**src/fdr_pkg.sv**
```systemverilog
// Package holding the register map, field layouts and carrier types of the flash driver bank.
package fdr_pkg;

    // Target address and direction encoding.
    localparam logic [6:0] FDR_TARGET_ADDR = 7'h63;
    localparam logic FDR_DIR_WRITE = 1'b0;
    localparam logic FDR_DIR_READ = 1'b1;

    // Internal register indices.
    localparam logic [7:0] FDR_IDX_MAIN_ENABLE = 8'h01;
    localparam logic [7:0] FDR_IDX_MONITOR_CFG = 8'h02;
    localparam logic [7:0] FDR_IDX_PRIMARY_FLASH = 8'h03;
    localparam logic [7:0] FDR_IDX_SECONDARY_FLASH = 8'h04;
    localparam logic [7:0] FDR_IDX_PRIMARY_TORCH = 8'h05;
    localparam logic [7:0] FDR_IDX_SECONDARY_TORCH = 8'h06;
    localparam logic [7:0] FDR_IDX_CONVERTER_CFG = 8'h07;
    localparam logic [7:0] FDR_IDX_TIMING_CFG = 8'h08;
    localparam logic [7:0] FDR_IDX_THERMISTOR_CFG = 8'h09;
    localparam logic [7:0] FDR_IDX_FAULT_FLAGS_FIRST = 8'h0A;
    localparam logic [7:0] FDR_IDX_FAULT_FLAGS_SECOND = 8'h0B;
    localparam logic [7:0] FDR_IDX_PART_IDENTITY = 8'h0C;
    localparam logic [7:0] FDR_IDX_PREVIOUS_FLASH = 8'h0D;
    localparam int FDR_NUM_RW = 9;

    // Values after reset of the writable registers, indices 1 to 9.
    localparam logic [7:0] FDR_RESET_VALUES [1:9] = '{
        8'h80, 8'h01, 8'hBF, 8'h3F, 8'hBF, 8'h3F, 8'h09, 8'h1A, 8'h08
    };

    // Writable bits; reserved bits are zero here and read back as zero.
    localparam logic [7:0] FDR_WMASK [1:9] = '{
        8'hFF, 8'h7F, 8'hFF, 8'h7F, 8'hFF, 8'h7F, 8'h8F, 8'h7F, 8'h7F
    };

    // Field positions of the main enable register.
    localparam int FDR_EN_TX_SYNC = 7;
    localparam int FDR_EN_STROBE_TYPE = 6;
    localparam int FDR_EN_STROBE = 5;
    localparam int FDR_EN_TORCH_PIN = 4;
    localparam int FDR_EN_MODE_HI = 3;
    localparam int FDR_EN_MODE_LO = 2;
    localparam int FDR_EN_SECOND_CH = 1;
    localparam int FDR_EN_FIRST_CH = 0;

    // Field positions of the input voltage monitor register.
    localparam int FDR_MON_UNDERVOLTAGE_LOCKOUT = 6;
    localparam int FDR_MON_LEVEL_HI = 5;
    localparam int FDR_MON_LEVEL_LO = 3;
    localparam int FDR_MON_HYST = 2;
    localparam logic [7:0] FDR_MON_MODE_MASK = 8'h03;

    // Position of the follow bit in the primary flash register.
    localparam int FDR_FLASH_FOLLOW = 7;

    // Values after reset of synchronised bus lines, which idle high.
    localparam logic FDR_LINE_IDLE = 1'b1;

    typedef enum logic [1:0] {
        FDR_MODE_STANDBY,
        FDR_MODE_INFRARED,
        FDR_MODE_TORCH,
        FDR_MODE_FLASH
    } fdr_mode_e;

    typedef struct packed {
        logic tx_sync_en;
        logic strobe_edge;
        logic strobe_en;
        logic torch_pin_en;
        fdr_mode_e operating_mode;
        logic second_output_channel_on;
        logic first_output_channel_on;
        logic undervoltage_lockout_en;
        logic [2:0] monitor_level;
        logic monitor_hyst_50mv;
        logic [1:0] monitor_mode;
        logic [6:0] first_flash_code;
        logic [6:0] second_flash_code;
        logic [7:0] primary_torch_level;
        logic [7:0] secondary_torch_level;
        logic [7:0] converter_config;
        logic [7:0] timing_config;
        logic [7:0] thermistor_config;
    } fdr_cfg_s;

    typedef struct packed {
        logic [7:0] fault_flags_first;
        logic [7:0] fault_flags_second;
        logic [7:0] previous_flash_record;
    } fdr_status_s;

endpackage

```
**src/fdr_bank.sv**
```systemverilog
// Serial target interface and configuration register bank of the flash driver.
`timescale 1ns/1ps
//
// Function
// RL1 - Answer only target address 1100011
// RL2 - Eighth address bit: 0 write, 1 read
// RL3 - Second write byte selects register index
// RL4 - Third write byte stored into selected register
// RL5 - Thirteen registers at indices 0x01 to 0x0D
// RL6 - Reset loads table values into registers
// RL7 - Enable bits for sync, strobe, torch pin
// RL8 - Mode field and two channel enables
// RL9 - Strobe type bit: level or edge
// RL10 - Controller avoids edge strobe with infrared
// RL11 - Strobe pulses held longer than 1ms
// RL12 - Monitor lockout, hysteresis, mode, reserved bit
// RL13 - Monitor threshold code 2.9V to 3.6V
// RL14 - Monitor mode frozen while device active
// RL15 - Follow bit copies first channel flash code
// RL16 - Flash code sets linear channel current
// RL17 - Second flash register: code, reserved top
// RL18 - Acknowledge received bytes, never returned bytes
// RL19 - Read: index write, restart, clock out
// RL20 - Reserved bits and unmapped indices read zero
module fdr_bank
    import fdr_pkg::*;
#(
    // Arbitrary identity value.
    parameter logic [7:0] PART_ID = 8'hA5
) (
    input wire logic sys_clk,
    input wire logic resetn,
    input wire logic scl_i,
    input wire logic sda_i,
    output logic sda_o,
    output logic sda_oe_n,
    input wire fdr_status_s status,
    output fdr_cfg_s cfg
);

    typedef enum logic [2:0] {
        ST_IDLE,
        ST_ADDR,
        ST_INDEX,
        ST_WDATA,
        ST_ACK,
        ST_READ,
        ST_MACK
    } fdr_state_e;

    logic scl_lvl, scl_rise, scl_fall;
    logic sda_lvl, sda_rise, sda_fall;
    logic start_evt, stop_evt;

    fdr_pin_sync u_scl (
        .sys_clk(sys_clk),
        .resetn(resetn),
        .pin(scl_i),
        .level(scl_lvl),
        .rise(scl_rise),
        .fall(scl_fall)
    );

    fdr_pin_sync u_sda (
        .sys_clk(sys_clk),
        .resetn(resetn),
        .pin(sda_i),
        .level(sda_lvl),
        .rise(sda_rise),
        .fall(sda_fall)
    );

    assign start_evt = sda_fall & scl_lvl;
    assign stop_evt = sda_rise & scl_lvl;

    ////////////////////////////////////////////////////////////////////////////////
    // Register storage and read decode.

    logic [7:0] regs_q [1:9];
    logic [7:0] regs_d [1:9];
    logic wr_fire;
    logic [7:0] wr_idx, wr_data;

    function automatic logic mapped_rw(input logic [7:0] idx);
        return (idx >= FDR_IDX_MAIN_ENABLE) && (idx <= FDR_IDX_THERMISTOR_CFG);
    endfunction

    function automatic logic [7:0] read_value(input logic [7:0] idx);
        logic [7:0] v;
        v = 8'h00;
        if (mapped_rw(idx)) begin
            v = regs_q[idx[3:0]];
        end else if (idx == FDR_IDX_FAULT_FLAGS_FIRST) begin
            v = status.fault_flags_first;
        end else if (idx == FDR_IDX_FAULT_FLAGS_SECOND) begin
            v = status.fault_flags_second;
        end else if (idx == FDR_IDX_PART_IDENTITY) begin
            v = PART_ID;
        end else if (idx == FDR_IDX_PREVIOUS_FLASH) begin
            v = status.previous_flash_record;
        end
        return v; // RL5 RL20
    endfunction

    fdr_mode_e cur_mode;
    assign cur_mode = fdr_mode_e'(regs_q[1][FDR_EN_MODE_HI:FDR_EN_MODE_LO]);

    always_comb begin
        logic [7:0] mask;
        mask = 8'h00;
        for (int i = 1; i <= FDR_NUM_RW; i++) begin
            regs_d[i] = regs_q[i];
        end
        if (wr_fire && mapped_rw(wr_idx)) begin
            mask = FDR_WMASK[wr_idx[3:0]]; // RL20
            // Changing the monitor mode mid-flash would upset the supply loop.
            if (wr_idx == FDR_IDX_MONITOR_CFG && cur_mode != FDR_MODE_STANDBY) begin
                mask = mask & ~FDR_MON_MODE_MASK; // RL14
            end
            regs_d[wr_idx[3:0]] = (regs_q[wr_idx[3:0]] & ~mask) | (wr_data & mask); // RL4
        end
    end

    always_ff @(posedge sys_clk or negedge resetn) begin
        if (!resetn) begin
            for (int i = 1; i <= FDR_NUM_RW; i++) begin
                regs_q[i] <= FDR_RESET_VALUES[i]; // RL6
            end
        end else begin
            for (int i = 1; i <= FDR_NUM_RW; i++) begin
                regs_q[i] <= regs_d[i];
            end
        end
    end

    // Configuration fields handed to the analog and timing logic.
    always_comb begin
        cfg.tx_sync_en = regs_q[1][FDR_EN_TX_SYNC]; // RL7
        cfg.strobe_edge = regs_q[1][FDR_EN_STROBE_TYPE]; // RL9
        cfg.strobe_en = regs_q[1][FDR_EN_STROBE]; // RL7
        cfg.torch_pin_en = regs_q[1][FDR_EN_TORCH_PIN]; // RL7
        cfg.operating_mode = cur_mode; // RL8
        cfg.second_output_channel_on = regs_q[1][FDR_EN_SECOND_CH]; // RL8
        cfg.first_output_channel_on = regs_q[1][FDR_EN_FIRST_CH]; // RL8
        cfg.undervoltage_lockout_en = regs_q[2][FDR_MON_UNDERVOLTAGE_LOCKOUT]; // RL12
        cfg.monitor_level = regs_q[2][FDR_MON_LEVEL_HI:FDR_MON_LEVEL_LO]; // RL13
        cfg.monitor_hyst_50mv = regs_q[2][FDR_MON_HYST]; // RL12
        cfg.monitor_mode = regs_q[2][1:0]; // RL12
        cfg.first_flash_code = regs_q[3][6:0]; // RL16
        if (regs_q[3][FDR_FLASH_FOLLOW]) begin
            cfg.second_flash_code = regs_q[3][6:0]; // RL15
        end else begin
            cfg.second_flash_code = regs_q[4][6:0]; // RL17
        end
        cfg.primary_torch_level = regs_q[5];
        cfg.secondary_torch_level = regs_q[6];
        cfg.converter_config = regs_q[7];
        cfg.timing_config = regs_q[8];
        cfg.thermistor_config = regs_q[9];
    end

    ////////////////////////////////////////////////////////////////////////////////
    // Byte engine of the serial target.

    fdr_state_e state_q, state_d, after_q, after_d;
    logic [3:0] bit_cnt_q, bit_cnt_d;
    logic [7:0] shift_q, shift_d, index_q, index_d;
    logic drive_q, drive_d;

    always_comb begin
        state_d = state_q;
        after_d = after_q;
        bit_cnt_d = bit_cnt_q;
        shift_d = shift_q;
        index_d = index_q;
        drive_d = drive_q;
        wr_fire = 1'b0;
        wr_idx = index_q;
        wr_data = shift_q;
        if (start_evt) begin
            state_d = ST_ADDR; // RL19
            bit_cnt_d = 4'h0;
            drive_d = 1'b0;
        end else if (stop_evt) begin
            state_d = ST_IDLE;
            drive_d = 1'b0;
        end else begin
            case (state_q)
                ST_ADDR, ST_INDEX, ST_WDATA: begin
                    if (scl_rise && bit_cnt_q < 4'h8) begin
                        shift_d = {shift_q[6:0], sda_lvl};
                        bit_cnt_d = bit_cnt_q + 4'h1;
                    end else if (scl_fall && bit_cnt_q == 4'h8) begin
                        bit_cnt_d = 4'h0;
                        state_d = ST_ACK;
                        drive_d = 1'b1; // RL18
                        if (state_q == ST_ADDR) begin
                            if (shift_q[7:1] != FDR_TARGET_ADDR) begin
                                state_d = ST_IDLE; // RL1
                                drive_d = 1'b0;
                            end else if (shift_q[0] == FDR_DIR_READ) begin
                                after_d = ST_READ; // RL2
                            end else begin
                                after_d = ST_INDEX; // RL2
                            end
                        end else if (state_q == ST_INDEX) begin
                            index_d = shift_q; // RL3
                            after_d = ST_WDATA;
                        end else begin
                            wr_fire = 1'b1; // RL4
                            index_d = index_q + 8'h01;
                            after_d = ST_WDATA;
                        end
                    end
                end
                ST_ACK: begin
                    if (scl_fall) begin
                        state_d = after_q;
                        drive_d = 1'b0;
                        if (after_q == ST_READ) begin
                            shift_d = read_value(index_q); // RL19
                            drive_d = ~shift_d[7];
                        end
                    end
                end
                ST_READ: begin
                    if (scl_rise) begin
                        bit_cnt_d = bit_cnt_q + 4'h1;
                    end else if (scl_fall) begin
                        if (bit_cnt_q == 4'h8) begin
                            state_d = ST_MACK;
                            drive_d = 1'b0; // RL18
                        end else begin
                            shift_d = {shift_q[6:0], 1'b0};
                            drive_d = ~shift_d[7];
                        end
                    end
                end
                ST_MACK: begin
                    // The controller acknowledges; a high bit ends the read.
                    if (scl_rise) begin
                        bit_cnt_d = 4'h0;
                        if (sda_lvl) begin
                            state_d = ST_IDLE;
                        end else begin
                            state_d = ST_ACK;
                            after_d = ST_READ;
                            index_d = index_q + 8'h01;
                        end
                    end
                end
                default: begin
                    state_d = ST_IDLE;
                end
            endcase
        end
    end

    always_ff @(posedge sys_clk or negedge resetn) begin
        if (!resetn) begin
            state_q <= ST_IDLE;
            after_q <= ST_IDLE;
            bit_cnt_q <= 4'h0;
            shift_q <= 8'h00;
            index_q <= 8'h00;
            drive_q <= 1'b0;
        end else begin
            state_q <= state_d;
            after_q <= after_d;
            bit_cnt_q <= bit_cnt_d;
            shift_q <= shift_d;
            index_q <= index_d;
            drive_q <= drive_d;
        end
    end

    // Open-drain data line: only ever pulled low.
    assign sda_o = 1'b0;
    assign sda_oe_n = ~drive_q;

    ////////////////////////////////////////////////////////////////////////////////
    // Checks.

    chk_addr_mismatch: assert property (@(posedge sys_clk) disable iff (!resetn) // RL1
        (state_q == ST_ADDR && !start_evt && !stop_evt && scl_fall && bit_cnt_q == 4'h8
            && shift_q[7:1] != FDR_TARGET_ADDR) |=> (state_q == ST_IDLE && !drive_q))
        else $error("Foreign address was not ignored.");

    chk_addr_ack: assert property (@(posedge sys_clk) disable iff (!resetn) // RL18
        (state_q == ST_ADDR && !start_evt && !stop_evt && scl_fall && bit_cnt_q == 4'h8
            && shift_q[7:1] == FDR_TARGET_ADDR) |=> drive_q && state_q == ST_ACK)
        else $error("Own address was not acknowledged.");

    chk_dir_select: assert property (@(posedge sys_clk) disable iff (!resetn) // RL2
        (state_q == ST_ADDR && !start_evt && !stop_evt && scl_fall && bit_cnt_q == 4'h8
            && shift_q[7:1] == FDR_TARGET_ADDR)
            |=> (after_q == ST_READ) == $past(shift_q[0]))
        else $error("Direction bit chose the wrong path.");

    chk_index_load: assert property (@(posedge sys_clk) disable iff (!resetn) // RL3
        (state_q == ST_INDEX && !start_evt && !stop_evt && scl_fall && bit_cnt_q == 4'h8)
            |=> index_q == $past(shift_q) && after_q == ST_WDATA)
        else $error("Index byte was not taken.");

    chk_write_store: assert property (@(posedge sys_clk) disable iff (!resetn) // RL4
        (wr_fire && wr_idx == FDR_IDX_MAIN_ENABLE) |=> regs_q[1] == $past(wr_data))
        else $error("Write data was not stored.");

    chk_reset_values: assert property (@(posedge sys_clk) disable iff (!resetn) // RL6
        $rose(resetn) |-> regs_q[1] == 8'h80 && regs_q[3] == 8'hBF && regs_q[4] == 8'h3F)
        else $error("Register reset value is wrong.");

    chk_mode_frozen: assert property (@(posedge sys_clk) disable iff (!resetn) // RL14
        (wr_fire && wr_idx == FDR_IDX_MONITOR_CFG && cur_mode != FDR_MODE_STANDBY)
            |=> regs_q[2][1:0] == $past(regs_q[2][1:0]))
        else $error("Monitor mode changed while active.");

    chk_no_read_ack: assert property (@(posedge sys_clk) disable iff (!resetn) // RL18
        (state_q == ST_READ && scl_fall && bit_cnt_q == 4'h8 && !start_evt && !stop_evt)
            |=> !drive_q [*2])
        else $error("Returned byte was acknowledged.");

    chk_unmapped_zero: assert property (@(posedge sys_clk) disable iff (!resetn) // RL20
        (state_q == ST_ACK && after_q == ST_READ && scl_fall && !start_evt && !stop_evt
            && (index_q == 8'h00 || index_q > FDR_IDX_PREVIOUS_FLASH))
            |=> shift_q == 8'h00 && drive_q)
        else $error("Unmapped index did not read zero.");

    chk_follow_code: assert property (@(posedge sys_clk) disable iff (!resetn) // RL15
        (wr_fire && wr_idx == FDR_IDX_PRIMARY_FLASH && wr_data[7])
            |=> cfg.second_flash_code == $past(wr_data[6:0]))
        else $error("Second channel did not follow the first.");

endmodule

```
**src/fdr_pin_sync.sv**
```systemverilog
// Three-stage synchroniser for one bus line with a settled level and edge pulses.
`timescale 1ns/1ps
module fdr_pin_sync
    import fdr_pkg::*;
(
    input wire logic sys_clk,
    input wire logic resetn,
    input wire logic pin,
    output logic level,
    output logic rise,
    output logic fall
);

    logic s1_q, s2_q, s3_q, lvl_q, lvl_d;

    always_comb begin
        lvl_d = lvl_q;
        if (s2_q == s3_q) begin
            lvl_d = s3_q;
        end
    end

    always_ff @(posedge sys_clk or negedge resetn) begin
        if (!resetn) begin
            s1_q <= FDR_LINE_IDLE;
            s2_q <= FDR_LINE_IDLE;
            s3_q <= FDR_LINE_IDLE;
            lvl_q <= FDR_LINE_IDLE;
        end else begin
            s1_q <= pin;
            s2_q <= s1_q;
            s3_q <= s2_q;
            lvl_q <= lvl_d;
        end
    end

    // Edges are flagged in the cycle before the settled level output changes.
    assign level = lvl_q;
    assign rise = lvl_d & ~lvl_q;
    assign fall = ~lvl_d & lvl_q;

endmodule

```
**config.mk**
```make
export PLATFORM = sky130hd
export DESIGN_NAME = fdr_bank
export DESIGN_NICKNAME = d
export VERILOG_FILES = /design/src/fdr_pkg.sv /design/src/fdr_bank.sv /design/src/fdr_pin_sync.sv
export SDC_FILE = /design/constraint.sdc
export NUM_CORES = 1
export LEC_CHECK = 0
export ABC_AREA = 1
export BUFFER_PORTS_ARGS = -buffer_cell sky130_fd_sc_hd__buf_2
export CAP_MARGIN = 20
export CORE_MARGIN = 1
export CORE_UTILIZATION = 58
export DETAILED_ROUTE_END_ITERATION = 16
export PLACE_DENSITY = 0.81
export SYNTH_ARGS = -nofsm -noshare
export SYNTH_HDL_FRONTEND = slang
export SYNTH_SLANG_ARGS = --single-unit
```
**constraint.sdc**
```tcl
create_clock -name sys_clk -period 2.5 [get_ports sys_clk]
set_input_delay 0.125 -clock sys_clk [delete_from_list [all_inputs] [get_ports sys_clk]]
set_output_delay 0.125 -clock sys_clk [all_outputs]
set_load 0.005 [all_outputs]
```
Word-level counts from Yosys, hierarchy flattened
Memory sizes are Yosys's and may differ from the RTL's.
Cells that the tools add are included.
Widths: inputs -> output; s select.

operators by class
  $add $sub $neg = 2
  $lt $le $gt $ge = 5
  equal/unequal tests = 39
  mux-type cells = 84
  bitwise logic cells = 20
  reduce and logical (&&, ||, !) cells = 18

operator list
  cell                 number
  $mux 8               28
  $bwmux 72            1
  $mux 3               19
  $bmux 8 s4           1
  $demux 8 s4          1
  $eq 8x4->1 const B   4
  $ne 4x4->1 const B   8
  $mux 4               6
  $ne 2x2->1 const B   12
  $pmux 8 s3           1
  $mux 1               20
  $and 8x8->8          2
  $pmux 8 s2           1
  $reduce_and 8->1     2
  $eq 3x3->1 const B   4
  $pmux 3 s4           1
  $pmux 4 s3           1
  $ne 3x3->1 const B   3
  $not 1->1            9
  $reduce_and 9->1     1
  $add 8x1->8 const B  1
  $eq 8x2->1 const B   1
  $ge 8x1->1 const B   1
  $le 8x4->1 const B   1
  26 further kinds     39

word-level totals
  register bits = 107
  ROM bits = 128
  input bits = 28
  output and inout port bits = 71
  word-level logic and storage cells = 192
  memories = 1

memory list
  memory            depth  width  rd ports  clocked after memory_dff  wr ports  line             source
  (name not given)  16     8      1         0                         0         fdr_bank.sv:115  mask = FDR_WMASK[wr_idx[3:0]];

Longest topological paths before layout
  depth in word-level cells = 17
  depth in mapped cells = 15
  gate-level depth less buffers = 12

Cells and area by module
From an unflattened synthesis, not the netlist that was laid out.

unflattened totals
  cell total of the unflattened synthesis = 874
  area total of the unflattened synthesis = 6542.5 µm²

modules (own cells, without submodules)
  module        times used  cells each  area an instance (µm²)  seq. area each (µm²)
  fdr_bank      1           852         6269.8                  2519.9
  fdr_pin_sync  2           11          136.4                   105.1

Worst setup path before layout
Ideal clock, no wire load.

  kind = register -> register
  from = reg index_q[1]
  to = reg regs_q (netlist bit cfg[15])
  library setup time = 0.145 ns
  data arrival time = 2.173 ns
  data required time = 2.355 ns
  slack = 0.182 ns
  stages on the path, launching flop included = 14
  buffers on the path = 4
  clock period less this slack = 2.318 ns
  cells stage by stage = dfrtp_1 buf_2 clkinv_1 buf_2 ha_1 inv_1 nand3_1 nand2_1 nor2_8 buf_8 nand4_4 buf_6 nand2_1 o21ai_0

between the ends
  longest elaborated chain between the ends = 9
  elaborated cells on any way between the ends = 22
  classes of those cells = order compare (4); mux (9); bitwise (5); reduce/logical (3); memory (1)

ends and longest elaborated chain
  element                                     line                              source
  from (decl)                                 fdr_bank.sv:167                   logic [7:0] shift_q, shift_d, index_q, index_d;
  from (signal assigned)                      fdr_bank.sv:272                   index_q <= index_d;
  $not 4->5                                   fdr_bank.sv:115, fdr_bank.sv:120
  $mem_v2 16x8                                n/a
  $mux 8 (implied by the code) (2 in series)  fdr_bank.sv:115
  $mux 8                                      fdr_bank.sv:114                   if (wr_fire && mapped_rw(wr_idx)) begin
  $not 8->8                                   fdr_bank.sv:120                   regs_d[wr_idx[3:0]] = (regs_q[wr_idx[3:0]] & ~mask) | (wr_data & mask);
  $and 8x8->8                                 fdr_bank.sv:120
  $or 8x8->8                                  fdr_bank.sv:120
  $bwmux 72                                   fdr_bank.sv:120
  to (signal, indexed assignment)             fdr_bank.sv:127                   regs_q[i] <= FDR_RESET_VALUES[i];
  to (signal, indexed assignment)             fdr_bank.sv:131                   regs_q[i] <= regs_d[i];
  to (decl)                                   fdr_bank.sv:79                    logic [7:0] regs_q [1:9];

Several ways; a longest one is shown, not always the timed one. The select of a mux whose other input is x is not followed.
A chain may end at the register's enable or synchronous reset.

Worst setup path after layout
  from = reg index_q[3]
  to = reg regs_q (netlist bit cfg[8])

between the ends
  longest elaborated chain between the ends = 10
  elaborated cells on any way between the ends = 25
  classes of those cells = order compare (4); eq/ne (1); mux (10); bitwise (5); reduce/logical (4); memory (1)

ends and longest elaborated chain
  element                                     line                              source
  $not 4->5                                   fdr_bank.sv:115, fdr_bank.sv:120
  $mem_v2 16x8                                n/a
  $mux 8 (implied by the code) (2 in series)  fdr_bank.sv:115
  $mux 2                                      fdr_bank.sv:117                   if (wr_idx == FDR_IDX_MONITOR_CFG && cur_mode != FDR_MODE_STANDBY) begin
  $mux 8                                      fdr_bank.sv:114
  $not 8->8                                   fdr_bank.sv:120
  $and 8x8->8                                 fdr_bank.sv:120
  $or 8x8->8                                  fdr_bank.sv:120
  $bwmux 72                                   fdr_bank.sv:120

Several ways; a longest one is shown, not always the timed one. The select of a mux whose other input is x is not followed.

==> metrics.txt <==
DRC=0; most frequent cells in the layout=nand2_1, buf_2, o21ai_0, dfrtp_1, inv_1; IO Count=99; switching share of power=45.25%; Syn Nets=935; Comb power frac=45.3%; register area share after synthesis=40.77%; Mapped Area=6696 um^2; Final Max Slew Viols=0; outcome=finished, final reports clean; worst reg2reg startpoint=index_q[3]; Die Height=109.5 um; final setup vio count=0; Yosys warnings=0; Max Root-Sink Buffers=2; Nets=976; Post-synth ARST share=100.0%; DR WL/cell=16.18 um; Clock Skew=0.01454 ns; clk_lat worst skew=0.37 ns; synthesized area per cell=7.449 um^2; CTS clock-pin slew for the worst setup and hold paths=0.07 ns; ANT cells=0; initial antenna violation count=0; cell taking the most area after synthesis=dfrtp_1; worst reg-to-reg path cell count=7; DP HPWL=12670 um; clock buffer count from CTS=9; IO Port Bufs=97; Fillers=973; top cell type's share of synthesized area=24.29%; largest net degree at the start of global routing=49; Distinct cells, synth=41; Synth Flop Type=dfrtp_1; hold path cells=5; final hold violations=0; Seq pwr share=32.1%; commonest non-fill, non-tap cell in the layout=nand2_1; crit-path max cell delay=0.50 ns; Gate Count Post-Synth=899; Core Region=11030 um^2; max_cap viols=0; H-Tree Depth=3; Max VDD drop=0.0006477 V; worst hold endpoint=shift_q[4]; Clock power frac=22.6%; fin crit period=2.309 ns; vias in the first global route=5420; vias=6114; Worst Setup Path Type=reg2reg; critical path arrival=2.50 ns; RSZ-0062 raised after global routing=false; DR vias/cell=5.635; CTS Sinks=107; period utilization=92.34%; share of post-route cells with drive strength above 1=22.65%; Util after Layout=65.57%; first-pass GRT wire length=27860 um; Fmax=433.2 MHz; Max Fanout on Critical Path=11; top post-synthesis cells by area=dfrtp_1, nand2_1, dfstp_2; FF-to-FF End=cfg[8]; Die W=109.5 um; Least-Margin Pin Slew=0.7457 ns; Starting Density=60.71%; critical-path cell with the highest stage delay=dfrtp_1; setup TNS=0 ns; Critical Path RT=2.70 ns; min-delay src=status[20]; pwr dens=946.1 nW/um^2; Pre-antenna DRT Iters=6; die area=11980 um^2; Leakage=3.723 nW; CTS tree=yes; total track usage=31.03%; post-route ant nets=0; global placement routability congestion=0.9235; initial drt markers=692; area grow syn2layout=8.016%; crit-path cells=nor2_1, buf_4, nand2_1, nor3_2, nand4_1, o21ai_1, o21ai_0; Post-CTS Resized=0; CTS hold repair buffers=3; number of synthesized register bits=107; Root Driver=clkbuf_16; Pint=0.003747 W; num rows=38; detailed-route wire length=17550 um; Worst slew margin=49.95%; register-to-register setup slack=0.19 ns; Congestion Overflow GR=0; CP startpoint kind=register; CP Capture Type=register; post-CTS setup buffers=0; EDFF count, synth=0; Net Sw Power=0.003096 W; HP Class=in2reg
how the worst max path moves through the flow:
stage,from,end,depth (start not counted)
2_1_floorplan,index_q[1],cfg[15],13
3_3_place_gp,index_q[0],cfg[14],10
3_5_place_dp,index_q[3],cfg[8],7
4_1_cts,index_q[3],cfg[8],7
5_1_grt,index_q[0],regs_q[46],10
6_report,index_q[3],cfg[8],7
sequential cells by signal, indices dropped and copies added, names as in the netlist:
signal       cells
u_scl.s3_q       1
u_scl.level      1
u_sda.level      1
u_sda.s2_q       1
cfg             62
u_sda.s1_q       1
drive_q          1
u_sda.s3_q       1
regs_q          10
u_scl.s1_q       1
after_q          3
bit_cnt_q        4
state_q          3
shift_q          8
u_scl.s2_q       1
index_q          8
Yosys cell counts, types with 8 or more instances:
master / number
nand3_1: 43
nor3_1: 12
dfstp_2: 42
nor2_1: 59
buf_4: 68
o21ai_1: 33
ha_1: 8
nand2_1: 314
inv_1: 62
o21ai_0: 69
nand4_1: 15
a21oi_1: 26
buf_2: 17
dfrtp_1: 65
worst max-delay path, delay by kind of cell (launching register included):
family / cells / cell delay, ns
buffers and inverters: 1 / 0.23
DFF: 1 / 0.50
and+or+nand+nor: 4 / 0.77
AOI/OAI and AO/OA: 2 / 0.64
final cells by class:
| type | count | area (um^2) | area share, % |
|---|---|---|---|
| inverter | 68 | 255.2 | 3.529 |
| clock inverter | 5 | 85.08 | 1.176 |
| multi-input combinational | 631 | 3052 | 42.19 |
| sequential | 107 | 2730 | 37.74 |
| tap | 140 | 175.2 | 2.422 |
| clock buffer | 11 | 232.7 | 3.217 |
| timing repair buffer | 123 | 703.2 | 9.721 |
layer usage:
| metal | up-vias | GRT usage [%] | routed length [um] |
|---|---|---|---|
| met2 | 294 | 46.41 | 7660 |
| met1 | 2856 | 43.39 | 7811 |
| met4 | 0 | 12.19 | 488 |
| li1 | 2922 | - | - |
| met3 | 42 | 7.469 | 1591 |
| met5 | - | 0 | 0 |
per-stage QoR:
stage / total power, W / area, um^2 / worst slack [ns] / std cells / hold slack, ns
floorplan: 0.004307 / 6696 / 0.1822 / 899 / -0.1706
finish: 0.006843 / 7233 / 0.1914 / 1085 / 0.1672
global placement: 0.005201 / 6885 / 0.3776 / 1066 / 0.1417
CTS: 0.006790 / 7233 / 0.2476 / 1085 / 0.1639
global route: 0.007236 / 7233 / 0.05527 / 1085 / 0.1888
detailed placement: 0.005237 / 6885 / 0.2642 / 1066 / 0.1452
logic make-up after synthesis:
logic type / after synthesis / share of synthesized area, %
and+or+nand+nor: 470 / 31.48
buffers and inverters: 161 / 13.66
AOI/OAI and AO/OA: 147 / 11.86
DFF: 107 / 40.77
adders and majority gates: 8 / 1.495
xor gates and xnor gates: 4 / 0.5233
other: 1 / 0.05600
muxes: 1 / 0.1495
power by group through the flow:
stage / registers (W) / logic, W / clock network, W
2_1_floorplan: 0.00211 / 0.00219 / 0
3_5_place_dp: 0.00221 / 0.00302 / 0
6_report: 0.00220 / 0.00310 / 0.00154
5_1_grt: 0.00222 / 0.00338 / 0.00163
3_3_place_gp: 0.00221 / 0.00299 / 0
4_1_cts: 0.00219 / 0.00304 / 0.00156
No activity file was read; power rests on OpenSTA's default activity.
